[src/hw/irq_pkg.sv]
package irq_pkg;
	// ==========================================
	// sources and their fixed order
	localparam int SRC_N = 9;
	localparam int IDX_W = 4;
	localparam logic [3:0] SRC_EXT_A = 4'h0;
	localparam logic [3:0] SRC_TIMER_A = 4'h1;
	localparam logic [3:0] SRC_TIMER_B = 4'h2;
	localparam logic [3:0] SRC_TIMER_C = 4'h3;
	localparam logic [3:0] SRC_SERIAL = 4'h4;
	localparam logic [3:0] SRC_PULSE = 4'h5;
	localparam logic [3:0] SRC_BASE_TICK = 4'h6;
	localparam logic [3:0] SRC_EXT_B = 4'h7;
	localparam logic [3:0] SRC_TOUCH = 4'h8;
	// bits 0,6,7,8 may leave stop; bits 0,1,2,6,7,8 clear on response
	localparam logic [8:0] WAKE_MASK = 9'h1c1;
	localparam logic [8:0] AUTO_CLR_MASK = 9'h1c7;
	// ==========================================
	// vectors
	localparam logic [15:0] VEC_EXT_A = 16'h0003;
	localparam logic [15:0] VEC_TIMER_A = 16'h000b;
	localparam logic [15:0] VEC_TIMER_B = 16'h001b;
	localparam logic [15:0] VEC_TIMER_C = 16'h002b;
	localparam logic [15:0] VEC_SERIAL = 16'h003b;
	localparam logic [15:0] VEC_PULSE = 16'h0043;
	localparam logic [15:0] VEC_BASE_TICK = 16'h004b;
	localparam logic [15:0] VEC_EXT_B = 16'h0053;
	localparam logic [15:0] VEC_TOUCH = 16'h005b;
	// ==========================================
	// register map, byte addresses
	localparam logic [7:0] OFS_CTRL = 8'h00;
	localparam logic [7:0] OFS_ENABLE = 8'h04;
	localparam logic [7:0] OFS_PRIORITY = 8'h08;
	localparam logic [7:0] OFS_EXT_SEL = 8'h0c;
	localparam logic [7:0] OFS_STATUS = 8'h10;
	localparam logic [7:0] OFS_CLEAR = 8'h14;
	localparam logic [7:0] OFS_STATE = 8'h18;
	localparam int EXT_A_FALL_LSB = 0;
	localparam int EXT_A_RISE_LSB = 3;
	localparam int EXT_B_FALL_LSB = 8;
	localparam int EXT_B_RISE_LSB = 11;
	localparam logic RST_GLOBAL = 1'b0;
	localparam logic [8:0] RST_ENABLE = 9'h000;
	localparam logic [8:0] RST_PRIORITY = 9'h000;
	localparam logic [13:0] RST_EXT_SEL = 14'h0000;
	localparam logic [15:0] RST_VECTOR = 16'h0000;
	// ==========================================
	// service level, one-hot
	typedef enum logic [3:0] {
		SVC_NONE = 4'b0001,
		SVC_LOW = 4'b0010,
		SVC_HIGH = 4'b0100,
		SVC_NEST = 4'b1000
	} svc_t;

	function automatic logic [15:0] vector_of(input logic [3:0] idx);
		logic [15:0] v;
		v = VEC_EXT_A;
		case (idx)
			SRC_TIMER_A: v = VEC_TIMER_A;
			SRC_TIMER_B: v = VEC_TIMER_B;
			SRC_TIMER_C: v = VEC_TIMER_C;
			SRC_SERIAL: v = VEC_SERIAL;
			SRC_PULSE: v = VEC_PULSE;
			SRC_BASE_TICK: v = VEC_BASE_TICK;
			SRC_EXT_B: v = VEC_EXT_B;
			SRC_TOUCH: v = VEC_TOUCH;
			default: v = VEC_EXT_A;
		endcase
		return v;
	endfunction : vector_of
endpackage : irq_pkg

[src/hw/ext_grp_if.sv]
`timescale 1ns/1ps
interface ext_grp_if;
	logic [2:0] pin;
	logic [2:0] fall_sel;
	logic [2:0] rise_sel;
	logic hit;
	modport detector(input pin, input fall_sel, input rise_sel, output hit);
	modport owner(output pin, output fall_sel, output rise_sel, input hit);
endinterface : ext_grp_if

[src/hw/ext_edge_detect.sv]
`timescale 1ns/1ps
module ext_edge_detect (
	input wire logic hclk,
	input wire logic hresetn,
	ext_grp_if.detector grp
);
	// ==========================================
	// three-stage pin capture
	logic [2:0] s1_r;
	logic [2:0] s2_r;
	logic [2:0] s3_r;
	logic [2:0] level_r;
	logic [2:0] level_nxt;
	logic hit_r;
	logic hit_nxt;
	wire [2:0] agree = ~(s2_r ^ s3_r);
	wire [2:0] rise_ev = agree & s2_r & ~level_r;
	wire [2:0] fall_ev = agree & ~s2_r & level_r;

	// a glitch shorter than two clocks never reaches level_r
	assign level_nxt = (level_r & ~agree) | (s2_r & agree);
	assign hit_nxt = |((rise_ev & grp.rise_sel) | (fall_ev & grp.fall_sel));
	assign grp.hit = hit_r;

	always_ff @(posedge hclk or negedge hresetn) begin
		if (!hresetn) begin
			s1_r <= 3'h0;
			s2_r <= 3'h0;
			s3_r <= 3'h0;
			level_r <= 3'h0;
			hit_r <= 1'b0;
		end else begin
			s1_r <= grp.pin;
			s2_r <= s1_r;
			s3_r <= s2_r;
			level_r <= level_nxt;
			hit_r <= hit_nxt;
		end
	end

	// ==========================================
	// checks
	a_edge_hit: assert property (@(posedge hclk) disable iff (!hresetn)
		(|(rise_ev & grp.rise_sel)) |=> grp.hit)
		else $error("selected rising edge gave no hit");
	a_fall_hit: assert property (@(posedge hclk) disable iff (!hresetn)
		(|(fall_ev & grp.fall_sel)) |=> grp.hit)
		else $error("selected falling edge gave no hit");
endmodule : ext_edge_detect

[src/hw/irq_ctrl.sv]
// How it works
// - nine sources, each with one priority bit choosing high or low level.
// - a request reaches the cpu only with global and own enable set.
// - both external groups trigger on rising, falling or both edges.
// - each source hands the cpu its own fixed vector address.
// - equal-level requests are served in fixed order, group a first, touch last.
// - group a, base tick, group b and touch wake from stop; others never.
// - timer a and b flags set on overflow, clear when cpu responds.
// - timer c flag set on overflow, stays set until software clears it.
// - serial completion sets its flag; software clears it while servicing.
// - pulse period pass sets its flag; enable gates the request; software clears.
// - each group merges three pins, each with falling and rising select bits.
// - external flags set on trigger, cleared by hardware on response.
// - every source owns its enable, flag, priority bit and vector.
// - high preempts low, never equal; one instruction runs after return first.
// - requests during a service stay pending and are served afterwards.
`timescale 1ns/1ps
module irq_ctrl (
	input wire logic hclk,
	input wire logic hresetn,
	input wire logic hsel,
	input wire logic [31:0] haddr,
	input wire logic [1:0] htrans,
	input wire logic hwrite,
	input wire logic [2:0] hsize,
	input wire logic [31:0] hwdata,
	input wire logic hready,
	output logic hreadyout,
	output logic [31:0] hrdata,
	output logic hresp,
	input wire logic [2:0] ext_group_a,
	input wire logic [2:0] ext_group_b,
	input wire logic timer_a_overflow,
	input wire logic timer_b_overflow,
	input wire logic timer_c_overflow,
	input wire logic serial_done,
	input wire logic pulse_period_pass,
	input wire logic base_tick,
	input wire logic touch_overflow,
	output logic cpu_irq_req,
	output logic [15:0] cpu_irq_vector,
	output logic cpu_irq_high,
	input wire logic cpu_ack,
	input wire logic cpu_reti,
	input wire logic cpu_instr_done,
	output logic stop_wake,
	output logic irq
);
	// ==========================================
	// state
	logic global_irq_enable_r;
	logic [8:0] enable_r;
	logic [8:0] priority_r;
	logic [13:0] ext_sel_r;
	logic [8:0] flags_r;
	logic [8:0] flags_nxt;
	irq_pkg::svc_t svc_r;
	irq_pkg::svc_t svc_nxt;
	logic req_r;
	logic req_nxt;
	logic [3:0] sel_idx_r;
	logic [3:0] sel_idx_nxt;
	logic lvl_r;
	logic lvl_nxt;
	logic [15:0] vec_r;
	logic block_r;
	logic block_nxt;
	logic wr_pend_r;
	logic [7:0] waddr_r;
	logic [31:0] rdata_r;

	// lowest index wins: this is the fixed query order
	function automatic logic [4:0] pick_first(input logic [8:0] v);
		logic [4:0] r;
		r = 5'h00;
		for (int i = irq_pkg::SRC_N - 1; i >= 0; i--) begin
			if (v[i]) begin
				r = {1'b1, 4'(i)};
			end
		end
		return r;
	endfunction : pick_first

	// ==========================================
	// bus decode
	wire addr_phase = hsel & hready & htrans[1];
	wire [7:0] aofs = {haddr[7:2], 2'b00};
	wire wr_ctrl = wr_pend_r && (waddr_r == irq_pkg::OFS_CTRL);
	wire wr_enable = wr_pend_r && (waddr_r == irq_pkg::OFS_ENABLE);
	wire wr_prio = wr_pend_r && (waddr_r == irq_pkg::OFS_PRIORITY);
	wire wr_ext = wr_pend_r && (waddr_r == irq_pkg::OFS_EXT_SEL);
	wire clr_we = wr_pend_r && (waddr_r == irq_pkg::OFS_CLEAR);
	wire [8:0] sw_clr = clr_we ? hwdata[8:0] : 9'h000;
	wire [31:0] state_word = {20'h00000, block_r, lvl_r, req_r, 1'b0, sel_idx_r, svc_r};
	logic [31:0] rd_mux;

	always_comb begin
		case (aofs)
			irq_pkg::OFS_CTRL: rd_mux = {31'h00000000, global_irq_enable_r};
			irq_pkg::OFS_ENABLE: rd_mux = {23'h000000, enable_r};
			irq_pkg::OFS_PRIORITY: rd_mux = {23'h000000, priority_r};
			irq_pkg::OFS_EXT_SEL: rd_mux = {18'h00000, ext_sel_r};
			irq_pkg::OFS_STATUS: rd_mux = {23'h000000, flags_r};
			irq_pkg::OFS_STATE: rd_mux = state_word;
			default: rd_mux = 32'h00000000;
		endcase
	end

	assign hreadyout = 1'b1;
	assign hresp = 1'b0;
	assign hrdata = rdata_r;

	always_ff @(posedge hclk or negedge hresetn) begin
		if (!hresetn) begin
			wr_pend_r <= 1'b0;
			waddr_r <= 8'h00;
			rdata_r <= 32'h00000000;
		end else begin
			wr_pend_r <= addr_phase & hwrite;
			waddr_r <= aofs;
			rdata_r <= (addr_phase & ~hwrite) ? rd_mux : 32'h00000000;
		end
	end

	// ==========================================
	// configuration registers
	always_ff @(posedge hclk or negedge hresetn) begin
		if (!hresetn) begin
			global_irq_enable_r <= irq_pkg::RST_GLOBAL;
			enable_r <= irq_pkg::RST_ENABLE;
			priority_r <= irq_pkg::RST_PRIORITY;
			ext_sel_r <= irq_pkg::RST_EXT_SEL;
		end else begin
			if (wr_ctrl) begin
				global_irq_enable_r <= hwdata[0];
			end
			if (wr_enable) begin
				enable_r <= hwdata[8:0];
			end
			if (wr_prio) begin
				priority_r <= hwdata[8:0];
			end
			if (wr_ext) begin
				ext_sel_r <= hwdata[13:0];
			end
		end
	end

	// ==========================================
	// external groups
	ext_grp_if grp_a_if();
	ext_grp_if grp_b_if();

	assign grp_a_if.pin = ext_group_a;
	assign grp_a_if.fall_sel = ext_sel_r[irq_pkg::EXT_A_FALL_LSB +: 3];
	assign grp_a_if.rise_sel = ext_sel_r[irq_pkg::EXT_A_RISE_LSB +: 3];
	assign grp_b_if.pin = ext_group_b;
	assign grp_b_if.fall_sel = ext_sel_r[irq_pkg::EXT_B_FALL_LSB +: 3];
	assign grp_b_if.rise_sel = ext_sel_r[irq_pkg::EXT_B_RISE_LSB +: 3];

	ext_edge_detect u_grp_a (
		.hclk(hclk),
		.hresetn(hresetn),
		.grp(grp_a_if.detector)
	);

	ext_edge_detect u_grp_b (
		.hclk(hclk),
		.hresetn(hresetn),
		.grp(grp_b_if.detector)
	);

	// ==========================================
	// flags
	wire take = cpu_ack & req_r;
	wire [8:0] sel_onehot = 9'h001 << sel_idx_r;
	wire [8:0] auto_clr = take ? (sel_onehot & irq_pkg::AUTO_CLR_MASK) : 9'h000;
	wire [8:0] set_ev = {touch_overflow, grp_b_if.hit, base_tick, pulse_period_pass,
		serial_done, timer_c_overflow, timer_b_overflow, timer_a_overflow, grp_a_if.hit};

	// set beats any clear in the same cycle, so nothing is lost
	assign flags_nxt = set_ev | (flags_r & ~(auto_clr | sw_clr));

	always_ff @(posedge hclk or negedge hresetn) begin
		if (!hresetn) begin
			flags_r <= 9'h000;
		end else begin
			flags_r <= flags_nxt;
		end
	end

	// ==========================================
	// arbitration
	wire [8:0] cand = flags_r & enable_r & {9{global_irq_enable_r}};
	wire [4:0] hi_pick = pick_first(cand & priority_r);
	wire [4:0] lo_pick = pick_first(cand & ~priority_r);
	wire hi_busy = (svc_r == irq_pkg::SVC_HIGH) || (svc_r == irq_pkg::SVC_NEST);
	wire hi_ok = hi_pick[4] & ~hi_busy;
	wire lo_ok = lo_pick[4] & (svc_r == irq_pkg::SVC_NONE);

	// taking blocks one cycle so the same source is not offered twice
	assign req_nxt = (hi_ok | lo_ok) & ~block_r & ~take;
	assign sel_idx_nxt = hi_ok ? hi_pick[3:0] : lo_pick[3:0];
	assign lvl_nxt = hi_ok;
	assign block_nxt = cpu_reti | (block_r & ~cpu_instr_done);

	always_comb begin
		svc_nxt = svc_r;
		case (svc_r)
			irq_pkg::SVC_NONE: begin
				if (take) begin
					svc_nxt = lvl_r ? irq_pkg::SVC_HIGH : irq_pkg::SVC_LOW;
				end
			end
			irq_pkg::SVC_LOW: begin
				if (take && lvl_r) begin
					svc_nxt = irq_pkg::SVC_NEST;
				end else if (cpu_reti) begin
					svc_nxt = irq_pkg::SVC_NONE;
				end
			end
			irq_pkg::SVC_HIGH: begin
				if (cpu_reti) begin
					svc_nxt = irq_pkg::SVC_NONE;
				end
			end
			irq_pkg::SVC_NEST: begin
				if (cpu_reti) begin
					svc_nxt = irq_pkg::SVC_LOW;
				end
			end
			default: svc_nxt = irq_pkg::SVC_NONE;
		endcase
	end

	always_ff @(posedge hclk or negedge hresetn) begin
		if (!hresetn) begin
			svc_r <= irq_pkg::SVC_NONE;
			req_r <= 1'b0;
			sel_idx_r <= 4'h0;
			lvl_r <= 1'b0;
			vec_r <= irq_pkg::RST_VECTOR;
			block_r <= 1'b0;
		end else begin
			svc_r <= svc_nxt;
			req_r <= req_nxt;
			sel_idx_r <= sel_idx_nxt;
			lvl_r <= lvl_nxt;
			vec_r <= irq_pkg::vector_of(sel_idx_nxt);
			block_r <= block_nxt;
		end
	end

	assign cpu_irq_req = req_r;
	assign cpu_irq_vector = vec_r;
	assign cpu_irq_high = lvl_r;
	// wake ignores the global enable: stop must end even with the core masked
	assign stop_wake = |(flags_r & enable_r & irq_pkg::WAKE_MASK);
	assign irq = |(flags_r & enable_r);

	// ==========================================
	// checks
	a_global_gate: assert property (@(posedge hclk) disable iff (!hresetn)
		!global_irq_enable_r |=> !cpu_irq_req)
		else $error("request raised with global enable clear");

	a_vector_match: assert property (@(posedge hclk) disable iff (!hresetn)
		cpu_irq_req |-> cpu_irq_vector == irq_pkg::vector_of(sel_idx_r))
		else $error("vector does not match offered source");

	a_offer_eligible: assert property (@(posedge hclk) disable iff (!hresetn)
		cpu_irq_req |-> $past(global_irq_enable_r)
			&& (|($past(enable_r) & $past(flags_r) & sel_onehot)))
		else $error("offered source was not eligible");

	a_timer_autoclr: assert property (@(posedge hclk) disable iff (!hresetn)
		(take && sel_idx_r == irq_pkg::SRC_TIMER_A && !timer_a_overflow)
			|=> !flags_r[irq_pkg::SRC_TIMER_A])
		else $error("timer a flag survived response");

	a_timer_c_keep: assert property (@(posedge hclk) disable iff (!hresetn)
		(take && sel_idx_r == irq_pkg::SRC_TIMER_C && !clr_we)
			|=> flags_r[irq_pkg::SRC_TIMER_C] ##1 (flags_r[irq_pkg::SRC_TIMER_C] || $past(clr_we)))
		else $error("timer c flag cleared by response");

	a_serial_set: assert property (@(posedge hclk) disable iff (!hresetn)
		serial_done |=> flags_r[irq_pkg::SRC_SERIAL])
		else $error("serial completion lost");

	a_pulse_gate: assert property (@(posedge hclk) disable iff (!hresetn)
		(pulse_period_pass ##1 !enable_r[irq_pkg::SRC_PULSE]) |-> flags_r[irq_pkg::SRC_PULSE]
			##1 !(cpu_irq_req && sel_idx_r == irq_pkg::SRC_PULSE))
		else $error("pulse flag or gating wrong");

	a_ext_autoclr: assert property (@(posedge hclk) disable iff (!hresetn)
		(take && sel_idx_r == irq_pkg::SRC_EXT_A && !grp_a_if.hit)
			|=> !flags_r[irq_pkg::SRC_EXT_A])
		else $error("group a flag survived response");

	a_no_equal_preempt: assert property (@(posedge hclk) disable iff (!hresetn)
		(svc_r == irq_pkg::SVC_LOW && cpu_irq_req) |-> cpu_irq_high)
		else $error("low request offered during low service");

	a_one_instr: assert property (@(posedge hclk) disable iff (!hresetn)
		cpu_reti |=> ##1 !cpu_irq_req)
		else $error("request offered right after return");

	a_wake_mask: assert property (@(posedge hclk) disable iff (!hresetn)
		(timer_a_overflow && !(|(flags_nxt & irq_pkg::WAKE_MASK))) |=> !stop_wake)
		else $error("timer a woke the system");

	a_high_busy: assert property (@(posedge hclk) disable iff (!hresetn)
		hi_busy |-> !cpu_irq_req)
		else $error("request offered during high service");

	a_nest_high: assert property (@(posedge hclk) disable iff (!hresetn)
		(take && svc_r == irq_pkg::SVC_LOW) |-> cpu_irq_high)
		else $error("equal level nested into low service");

	a_low_idle: assert property (@(posedge hclk) disable iff (!hresetn)
		(cpu_irq_req && !cpu_irq_high) |-> $past(svc_r) == irq_pkg::SVC_NONE)
		else $error("low request offered while busy");

	a_flag_held: assert property (@(posedge hclk) disable iff (!hresetn)
		(!take && !clr_we) |=> (flags_r & $past(flags_r)) == $past(flags_r))
		else $error("pending flag lost");

	a_timer_b_autoclr: assert property (@(posedge hclk) disable iff (!hresetn)
		(take && sel_idx_r == irq_pkg::SRC_TIMER_B && !timer_b_overflow)
			|=> !flags_r[irq_pkg::SRC_TIMER_B])
		else $error("timer b flag survived response");

	a_serial_keep: assert property (@(posedge hclk) disable iff (!hresetn)
		(take && sel_idx_r == irq_pkg::SRC_SERIAL && !clr_we)
			|=> flags_r[irq_pkg::SRC_SERIAL])
		else $error("serial flag cleared by response");

	a_pulse_keep: assert property (@(posedge hclk) disable iff (!hresetn)
		(take && sel_idx_r == irq_pkg::SRC_PULSE && !clr_we)
			|=> flags_r[irq_pkg::SRC_PULSE])
		else $error("pulse flag cleared by response");

	a_ext_b_autoclr: assert property (@(posedge hclk) disable iff (!hresetn)
		(take && sel_idx_r == irq_pkg::SRC_EXT_B && !grp_b_if.hit)
			|=> !flags_r[irq_pkg::SRC_EXT_B])
		else $error("group b flag survived response");

	a_touch_wake: assert property (@(posedge hclk) disable iff (!hresetn)
		(touch_overflow && enable_r[irq_pkg::SRC_TOUCH] && !wr_enable) |=> stop_wake)
		else $error("touch event did not wake");

	a_ext_b_wake: assert property (@(posedge hclk) disable iff (!hresetn)
		(grp_b_if.hit && enable_r[irq_pkg::SRC_EXT_B] && !wr_enable) |=> stop_wake)
		else $error("group b event did not wake");
endmodule : irq_ctrl

[config.mk]
export PLATFORM = sky130hd
export DESIGN_NAME = irq_ctrl
export DESIGN_NICKNAME = d
export VERILOG_FILES = /design/src/hw/irq_pkg.sv /design/src/hw/ext_grp_if.sv /design/src/hw/ext_edge_detect.sv /design/src/hw/irq_ctrl.sv
export SDC_FILE = /design/constraint.sdc
export NUM_CORES = 1
export LEC_CHECK = 0
export ABC_AREA = 1
export BUFFER_PORTS_ARGS = -buffer_cell sky130_fd_sc_hd__buf_2
export CAP_MARGIN = 40
export CELL_PAD_IN_SITES_DETAIL_PLACEMENT = 1
export CELL_PAD_IN_SITES_GLOBAL_PLACEMENT = 1
export CORE_MARGIN = 2
export CORE_UTILIZATION = 25
export DETAILED_ROUTE_END_ITERATION = 8
export MAX_ROUTING_LAYER = met4
export PLACE_DENSITY_LB_ADDON = 0.12
export RECOVER_POWER = 50
export SETUP_SLACK_MARGIN = 0.15
export SLEW_MARGIN = 25
export SYNTH_ARGS = -nofsm -noshare
export SYNTH_HDL_FRONTEND = slang
export SYNTH_SLANG_ARGS = --single-unit
[constraint.sdc]
create_clock -name hclk -period 2.25 [get_ports hclk]
set_clock_uncertainty 0.1 [all_clocks]
set_input_delay 0.45 -clock hclk [delete_from_list [all_inputs] [get_ports hclk]]
set_output_delay 0.45 -clock hclk [all_outputs]
set_load 0.005 [all_outputs]
==> results of run 1 <==
## cell families (layout without fill, tap and decap cells)
kind of cell | after synthesis | in the layout | share of synthesized area
other | 2 | 31 | 0.00149
muxes | 6 | 6 | 0.0125
AOI/OAI and AO/OA | 96 | 96 | 0.119
DFF | 105 | 105 | 0.523
and+or+nand+nor | 214 | 214 | 0.195
adders and majority gates | 12 | 12 | 0.0299
buffers and inverters | 125 | 202 | 0.119
## registers in the layout (all words and copies together), names as in the netlist, 4 cells and up, named ones only
register        cells
cpu_irq_vector      5
svc_r               4
hrdata             14
sel_idx_r           4
flags_r             9
enable_r            9
ext_sel_r          14
priority_r          9
waddr_r             6
## worst max-delay path: stages (launching register included)
cell,delay [ns]
dfrtp_1,0.44
nand2_1,0.10
nand4_1,0.13
or3_4,0.36
buf_6,0.13
## worst max-delay path by stage
stage | cells past startpoint | from | slack [ns] | to
after detailed placement | 11 | global_irq_enable_r | 0.13 | cpu_irq_vector[5]
after CTS | 4 | enable_r[5] | 0.14 | irq
after global routing | 4 | flags_r[7] | 0.12 | irq
after global placement | 10 | global_irq_enable_r | 0.18 | cpu_irq_vector[4]
final | 4 | flags_r[7] | 0.18 | irq
after floorplan | 11 | svc_r[0] | 0.53 | cpu_irq_vector[4]
## final cells by class
type | count | area [um2] | share of cell area
flip-flops and latches | 105 | 2640 | 0.429
repair buffers | 98 | 566 | 0.0921
multi-input cells | 359 | 1970 | 0.320
clock buffers | 9 | 225 | 0.0367
clock inverters | 7 | 83.8 | 0.0137
inverters | 88 | 333 | 0.0542
well taps | 265 | 332 | 0.0540
## power by group
group	switching [mW]	internal, mW
Sequential	0.111	2.01
Combinational	0.399	0.220
Clock	0.828	0.795
Total	1.34	3.03
## cell usage after synthesis, types with 2 or more instances
cell type	n	area, um2
conb_1	2	7.51
ha_1	12	150
inv_1	85	319
a31oi_1	5	31.3
a21oi_1	25	125
inv_2	2	7.51
dfrtp_1	104	2600
nor3_1	6	30.0
o21bai_1	6	45.0
nand3_2	3	30.0
nand4_2	2	25.0
o22ai_1	8	50.1
mux2_2	2	22.5
clkbuf_1	3	11.3
nor3_2	5	50.1
a41oi_1	3	26.3
nor4_1	2	12.5
a22oi_1	10	75.1
nor2_2	2	12.5
o31ai_1	3	22.5
nand4_1	16	100
nand2_1	92	345
o2111ai_1	2	17.5
nand2_2	3	18.8
nor2_1	57	214
buf_2	2	10.0
a221oi_1	2	17.5
buf_4	31	233
nand3_1	23	115
o21ai_2	2	17.5
mux2i_1	4	40.0
o21ai_0	26	130
## timing repair
action	CTS	global route
gates resized for setup	4	22
endpoints found under the setup margin	5	6
hold endpoints to repair	24	0
pin swaps	0	2
setup buffers	3	16
hold buffers	1	0
## per-stage QoR
stage                     area [um2]  instances  hold WS (ns)
final                           6140        931        0.0838
after global routing            6140        931        0.0504
after CTS                       5990        915        0.0608
after detailed placement        5640        895         0.236
after global placement          5640        895         0.232
after floorplan                 5130        589        0.0544
## metal layers
metal,up-vias,GRT usage,share of wire
li1,1971,-,-
met1,2034,0.184,0.46
met2,60,0.245,0.50
met3,11,0.0351,0.032
met4,0,0.0333,0.0072
met5,-,-,0
==> qor.csv, run 1 <==
metric;value;unit
Yosys Warn Count;0;
Post-Route Utilization;0.313;
TritonCTS Buffers;9;
Clock Latency Late Sink;0.36;ns
achievable frequency;0.482;GHz
Seq/Total Area, Yosys;0.523;
final wirelength;15100;um
Tmin final;2.07;ns
grt ovf;0;
Fillers;2337;
hold path cells;1;
Final ANT Viol Nets;0;
outcome;finished, final reports clean;
Crit path arrival time;1.52;ns
# diodes;0;
RR Endpoint;cpu_irq_vector[4];
DRT iter0 DRCs;171;
most common flop cell mapped by yosys;dfrtp_1;
first-pass GRT wire length;23600;um
Core Rows;51;
slew margin rel.;0.513;
number of enable flip-flop cells after synthesis;0;
initial antenna violation count;0;
WL/cell;16.2;um
layout cells sized above 1;0.230;
Starting Density;0.256;
Slew Viols, Final;0;
Endpoint, Worst Hold;u_grp_b.s1_r[2];
pre-CTS setup slack;0.127;ns
detailed-route vias per instance;4.38;
Startpoint Class;flop;
Pwr Total;4.37;mW
Area growth, synth to finish;22.2;%
WS Path Type;reg2out;
Via Count;4076;
Detail Placement HPWL;11600;um
count of different cell masters after synthesis;42;
unrepaired setup endpoints after global routing;true;
PD cells;711;nW/um2
setup TNS;0;ns
top-level I/O count;144;
IO Port Bufs;65;
commonest non-fill, non-tap cells in the layout;dfrtp_1 (98), inv_1 (83), nand2_1 (83);
Setup Viol. Count Final;0;
setup ws final;0.177;ns
first-pass iteration count of the detailed router;5;
commonest non-fill, non-tap cell in the layout;dfrtp_1;
DRC viols;0;
Crit Path Max Fanout;4;
fin nets;763;
cells after synthesis;560;
die width;146;um
static leakage;3.15;nW
Crit. End Element;output port;
worst r2r src;global_irq_enable_r;
clk slew on worst S/H paths;0.08;ns
Hold Crit Class;in2reg;
Root Buffer;clkbuf_16;
Async S/R FF share, synth;1.00;
worst ir drop on vdd;0.000312;V
final period utilization;0.921;
Hold Path Origin;ext_group_b[2];
Die Footprint;21200;um2
deepest clock path buffer count;2;
largest net degree at the start of global routing;39;
Slew @ Worst Pin;0.730;ns
Reg2Reg Setup Slack;0.33;ns
CTS tree;built;
GRT Util Overall;0.148;
final hold viol count;0;
core area;19600;um2
Seq cells post-synth;105;
required time of the critical path;1.70;ns
die height;146;um
cell area after synthesis;5020;um2
vias in the first global route;4291;
H-tree Lvls;3;
max_cap viols;0;
worst r2r path cells;11;
Final GP Congestion;0.832;
clk sinks;105;
Mean Syn Cell Area;8.97;um2
No activity file was read; power rests on OpenSTA's default activity.
==> run 2: changes to the inputs <==
--- a/config.mk
+++ b/config.mk
@@ -14,7 +14,7 @@
 export CORE_UTILIZATION = 25
 export DETAILED_ROUTE_END_ITERATION = 8
 export MAX_ROUTING_LAYER = met4
-export PLACE_DENSITY_LB_ADDON = 0.12
+export PLACE_DENSITY_LB_ADDON = 0.2
 export RECOVER_POWER = 50
 export SETUP_SLACK_MARGIN = 0.15
 export SLEW_MARGIN = 25
==> run 2 against run 1 <==
Via count rose by 1.7%. Power fell by 0.32%. Global-route usage fell by 0.28 points. First-iteration DRC count fell by 4.1%. Count of clock-buffer cells in the layout did not move. Fmax rose by 0.40%. Hold slack improved by 0.0042 ns. Final cell count did not move. Worst setup slack improved by 0.0083 ns.
==> qor.csv, run 2 (synthesis results as in run 1) <==
metric;value;unit
outcome;finished, final reports clean;
WL/cell;16.0;um
Slew Viols, Final;0;
achievable frequency;0.484;GHz
required time of the critical path;1.70;ns
Crit. End Element;output port;
TritonCTS Buffers;9;
Startpoint Class;flop;
commonest non-fill, non-tap cell in the layout;dfrtp_1;
PD cells;709;nW/um2
first-pass GRT wire length;23400;um
Setup Viol. Count Final;0;
dpl cells;892;
setup ws final;0.186;ns
Root Buffer;clkbuf_16;
Fillers;2318;
first-pass iteration count of the detailed router;4;
max_cap viols;0;
deepest clock path buffer count;2;
layout cells sized above 1;0.231;
setup TNS;0;ns
top-level I/O count;144;
Core Rows;51;
worst ir drop on vdd;0.000359;V
pre-CTS setup slack;0.0943;ns
slew margin rel.;0.416;
CTS tree;built;
Final GP Congestion;0.835;
die height;146;um
Fin Hold WS;0.0880;ns
Post-Layout Cell Count;931;
core area;19600;um2
Reg2Reg Setup Slack;0.25;ns
Hold Crit Class;in2reg;
Starting Density;0.256;
clk sinks;105;
detailed-route vias per instance;4.45;
unrepaired setup endpoints after global routing;true;
die width;146;um
static leakage;3.16;nW
DRC viols;0;
Slew @ Worst Pin;0.876;ns
final hold viol count;0;
Final ANT Viol Nets;0;
# diodes;0;
grt ovf;0;
Die Footprint;21200;um2
WS Path Type;reg2out;
Clock Latency Late Sink;0.36;ns
register area;2640;um2
Detail Placement HPWL;11300;um
largest net degree at the start of global routing;37;
DRT iter0 DRCs;164;
IO Port Bufs;65;
commonest non-fill, non-tap cells in the layout;dfrtp_1 (97), nand2_1 (85), inv_1 (84);
fin nets;763;
vias in the first global route;4258;
Area growth, synth to finish;22.1;%
Tmin final;2.06;ns
Via Count;4147;
final wirelength;14900;um
Crit path arrival time;1.51;ns
H-tree Lvls;3;
clk slew on worst S/H paths;0.08;ns
initial antenna violation count;0;
multi-input logic area;1950;um2
GRT Util Overall;0.145;
final period utilization;0.917;
Crit Path Max Fanout;5;
## run 2: changes by cell type in the layout (fill, tap and decap cells not counted), moves of 2 or more
cell,change
clkinv_8,-2
nand2_1,+2
nor2_4,-2
clkbuf_1,-3
nand2_2,-2
inv_8,+2
## run 2: what timing repair did
item / CTS / global route
pin swaps: 0 / 5
resized for setup: 2 / 21
hold endpoints to repair: 27 / 0
hold buffers: 1 / 0
buffers inserted: 0 / 22
setup endpoints to repair: 4 / 6
## run 2: power by group
part           internal, mW  switching (mW)
clock                 0.788           0.822
sequential             2.01           0.112
combinational         0.216           0.401
total                  3.02            1.33
## run 2: final cells by class
cell class | count | share of cell area
sequential | 105 | 0.430
multi-input combinational | 359 | 0.318
timing repair buffer | 98 | 0.0952
inverter | 88 | 0.0542
tap | 265 | 0.0540
clock buffer | 9 | 0.0367
clock inverter | 7 | 0.0118
## run 2: worst paths after layout
kind                                          start                end  cells after the start
worst max-delay path                    enable_r[4]                irq                      4
worst min register to register      u_grp_a.s1_r[2]    u_grp_a.s2_r[2]                      0
min in group asynchronous                   hresetn           svc_r[1]                      2
max in group asynchronous                   hresetn         flags_r[6]                      3
worst max register to register  global_irq_enable_r  cpu_irq_vector[4]                     13
worst min-delay path                 ext_group_b[2]    u_grp_b.s1_r[2]                      1
## run 2: through the flow
stage / utilization / instance area [um2] / total power, mW
finish: 0.313 / 6140 / 4.35
global route: 0.313 / 6140 / 4.59
CTS: 0.303 / 5930 / 4.38
detailed placement: 0.287 / 5620 / 2.75
global placement: 0.287 / 5620 / 2.72
floorplan: - / 5130 / 2.51
## run 2: metal layers
| metal | track usage | share of wire |
|---|---|---|
| met1 | 0.180 | 0.45 |
| met2 | 0.234 | 0.49 |
| met3 | 0.0235 | 0.035 |
| met4 | 0.0642 | 0.025 |
| met5 | - | 0 |
## run 2: critical path, cell delays in order (launching register included)
cell	delay (ns)
dfrtp_2	0.45
nand2_1	0.11
nand2_1	0.07
or3_4	0.39
buf_6	0.12
==> run 3: changes to the inputs <==
--- a/config.mk
+++ b/config.mk
@@ -5,7 +5,7 @@
 export SDC_FILE = /design/constraint.sdc
 export NUM_CORES = 1
 export LEC_CHECK = 0
-export ABC_AREA = 1
+export ABC_AREA = 0
 export BUFFER_PORTS_ARGS = -buffer_cell sky130_fd_sc_hd__buf_2
 export CAP_MARGIN = 40
 export CELL_PAD_IN_SITES_DETAIL_PLACEMENT = 1
==> run 3 against run 2 <==
Worst setup slack worse by 0.14 ns. Combinational power down 6.6%. Count of clock-buffer cells in the layout unchanged. Cell area up 5.8%. Critical path type is now reg2reg.
==> qor.csv, run 3 <==
metric;value;unit
commonest non-fill, non-tap cell in the layout;dfrtp_1;
detailed-route vias per instance;4.66;
commonest non-fill, non-tap cells in the layout;dfrtp_1 (103), buf_4 (62), buf_2 (58);
largest net degree at the start of global routing;106;
die width;146;um
Slew @ Worst Pin;1.48;ns
deepest clock path buffer count;2;
post-synth top area cell;dfrtp_1;
Post-Route Utilization;0.331;
CTS tree;built;
DRC viols;0;
final hold viol count;0;
grt ovf;0;
Crit-path slowest cell;dfrtp_2;
Synth Area in Compound Gates;0.137;
first-pass iteration count of the detailed router;4;
XOR/XNOR share of the synthesized area;0.00523;
Mean Syn Cell Area;11.2;um2
Starting Density;0.257;
CP Cell Sequence;nand4_1 > and4_4 > a31oi_4 > buf_6 > mux2_4 > and4_1 > a211o_1;
WS Path Type;reg2reg;
top-level I/O count;144;
Crit Path Max Fanout;6;
fin nets;688;
Crit. End Element;flop;
max_cap viols;0;
count of different cell masters after synthesis;64;
Synth area leaders;dfrtp_1 (52%), mux2_2 (6.0%), buf_4 (4.6%);
unrepaired setup endpoints after global routing;true;
Hold Crit Class;in2reg;
GRT Util Overall;0.152;
Root Buffer;clkbuf_16;
number of enable flip-flop cells after synthesis;0;
Buf+Inv Stages, Crit Path;1;
worst r2r src;global_irq_enable_r;
RR Endpoint;cpu_irq_vector[4];
Hold Path Origin;ext_group_b[2];
die height;146;um
Clock Latency Late Sink;0.36;ns
Async S/R FF share, synth;1.00;
Post-synth top cells;dfrtp_1 (104), nand2_1 (37), buf_4 (31), mux2_2 (27), nor2_1 (24);
Adder-Cell Fraction of Synth Area;0.0299;
# diodes;0;
final wirelength;15400;um
WL/cell;17.9;um
most common flop cell mapped by yosys;dfrtp_1;
cell area after synthesis;5030;um2
CP max stage delay;0.46;ns
most frequent cell after synthesis;dfrtp_1;
Seq/Total Area, Yosys;0.523;
post-synthesis simple-gate area fraction;0.140;
cells after synthesis;450;
TritonCTS Buffers;9;
Final GP Congestion;0.801;
PD cells;656;nW/um2
Area growth, synth to finish;29.2;%
Seq cells post-synth;105;
clk sinks;105;
static leakage;2.98;nW
clk slew on worst S/H paths;0.08;ns
achievable frequency;0.454;GHz
Final ANT Viol Nets;0;
Reg2Reg Setup Slack;0.05;ns
Slew Viols, Final;0;
Core Rows;51;
Hold-fix buffers, CTS;0;
vias in the first global route;4354;
Via Count;3987;
core area;19600;um2
Startpoint Class;flop;
worst r2r path cells;7;
slew margin rel.;0.0138;
H-tree Lvls;3;
DRT iter0 DRCs;208;
largest family of logic cells by synthesized area;simple AND/OR/NAND/NOR gates;
IO Port Bufs;65;
proportion of synthesized area in mux cells;0.0869;
initial antenna violation count;0;
Detail Placement HPWL;11000;um
outcome;finished, final reports clean;
required time of the critical path;2.39;ns
final period utilization;0.979;
Crit path arrival time;2.34;ns
WP depth;7;
Die Footprint;21300;um2
Tmin final;2.20;ns
Endpoint, Worst Hold;u_grp_b.s1_r[2];
first-pass GRT wire length;24400;um
CP top delay family;simple AND/OR/NAND/NOR gates;
layout cells sized above 1;0.357;
Pwr Total;4.26;mW
hold path cells;1;
Yosys Warn Count;0;
Fillers;2236;
worst ir drop on vdd;0.000336;V
Setup Viol. Count Final;0;
post-synth top area share;0.518;
[run 3: cell count changes in the layout (fill, tap and decap cells not counted), moves of 19 or more]
| cell | delta |
|---|---|
| inv_1 | -67 |
| nor2_1 | -30 |
| nand2_1 | -50 |
| mux2_2 | +24 |
| buf_4 | +33 |
| a21oi_1 | -19 |
[run 3: where the power goes]
part / total [mW] / internal [mW] / switching, mW
combinational: 0.576 / 0.250 / 0.326
clock: 1.60 / 0.788 / 0.813
sequential: 2.08 / 2.00 / 0.0848
total: 4.26 / 3.03 / 1.22
[run 3: what timing repair did]
action                     in CTS  in global routing
pin swaps                      16                  3
gates resized for setup        22                 10
setup endpoints to repair       6                 20
buffers inserted               14                  2
[run 3: metrics by stage]
step	std cells	TNS, ns	setup WS, ns	cell area, um2	hold WS (ns)
after global placement	824	-0.459	-0.167	5970	0.232
after CTS	854	0	0.0730	6460	0.0711
after global routing	856	-0.208	-0.0742	6490	0.0703
after floorplan	479	0	0.150	5160	0.0544
after detailed placement	824	-0.469	-0.177	5970	0.237
final	856	0	0.0481	6490	0.0882
[run 3: area by class of cell]
class / instances / area, um2 / area share
Clock buffer: 9 / 225 / 0.0347
Multi-Input combinational cell: 311 / 2240 / 0.345
Clock inverter: 7 / 68.8 / 0.0106
Sequential cell: 105 / 2630 / 0.405
Timing Repair Buffer: 139 / 926 / 0.143
Tap cell: 265 / 332 / 0.0511
Inverter: 20 / 75.1 / 0.0116
[run 3: per-layer routing]
layer | wire length (um) | part of all wire | vias up | global-route usage
met3 | 557 | 0.036 | 15 | 0.0241
met5 | 0 | 0 | - | -
met1 | 6790 | 0.44 | 2033 | 0.188
met2 | 7800 | 0.51 | 89 | 0.258
met4 | 209 | 0.014 | 0 | 0.0377
li1 | - | - | 1850 | -
[run 3: logic make-up after synthesis]
kind of cell             count (synthesis)
AND/OR/NAND/NOR                        130
flip-flops                             105
AO/OA/AOI/OAI                           96
buffers and inverters                   63
multiplexers                            39
adder cells (fa/ha/maj)                 12
XOR/XNOR                                 3
other                                    2
[run 3: how the worst max path moves through the flow]
stage | from | end | slack (ns)
after global routing | global_irq_enable_r | cpu_irq_vector[4] | -0.07
final | global_irq_enable_r | cpu_irq_vector[4] | 0.05
after detailed placement | global_irq_enable_r | cpu_irq_vector[4] | -0.18
after floorplan | enable_r[6] | cpu_irq_vector[4] | 0.15
after CTS | global_irq_enable_r | cpu_irq_vector[4] | 0.07
after global placement | global_irq_enable_r | cpu_irq_vector[4] | -0.17
[run 3: worst reg2reg max path, stage by stage, from the launching register on]
cell	delay [ns]
dfrtp_2	0.46
nand4_1	0.20
and4_4	0.25
a31oi_4	0.18
buf_6	0.15
mux2_4	0.32
and4_1	0.19
a211o_1	0.23
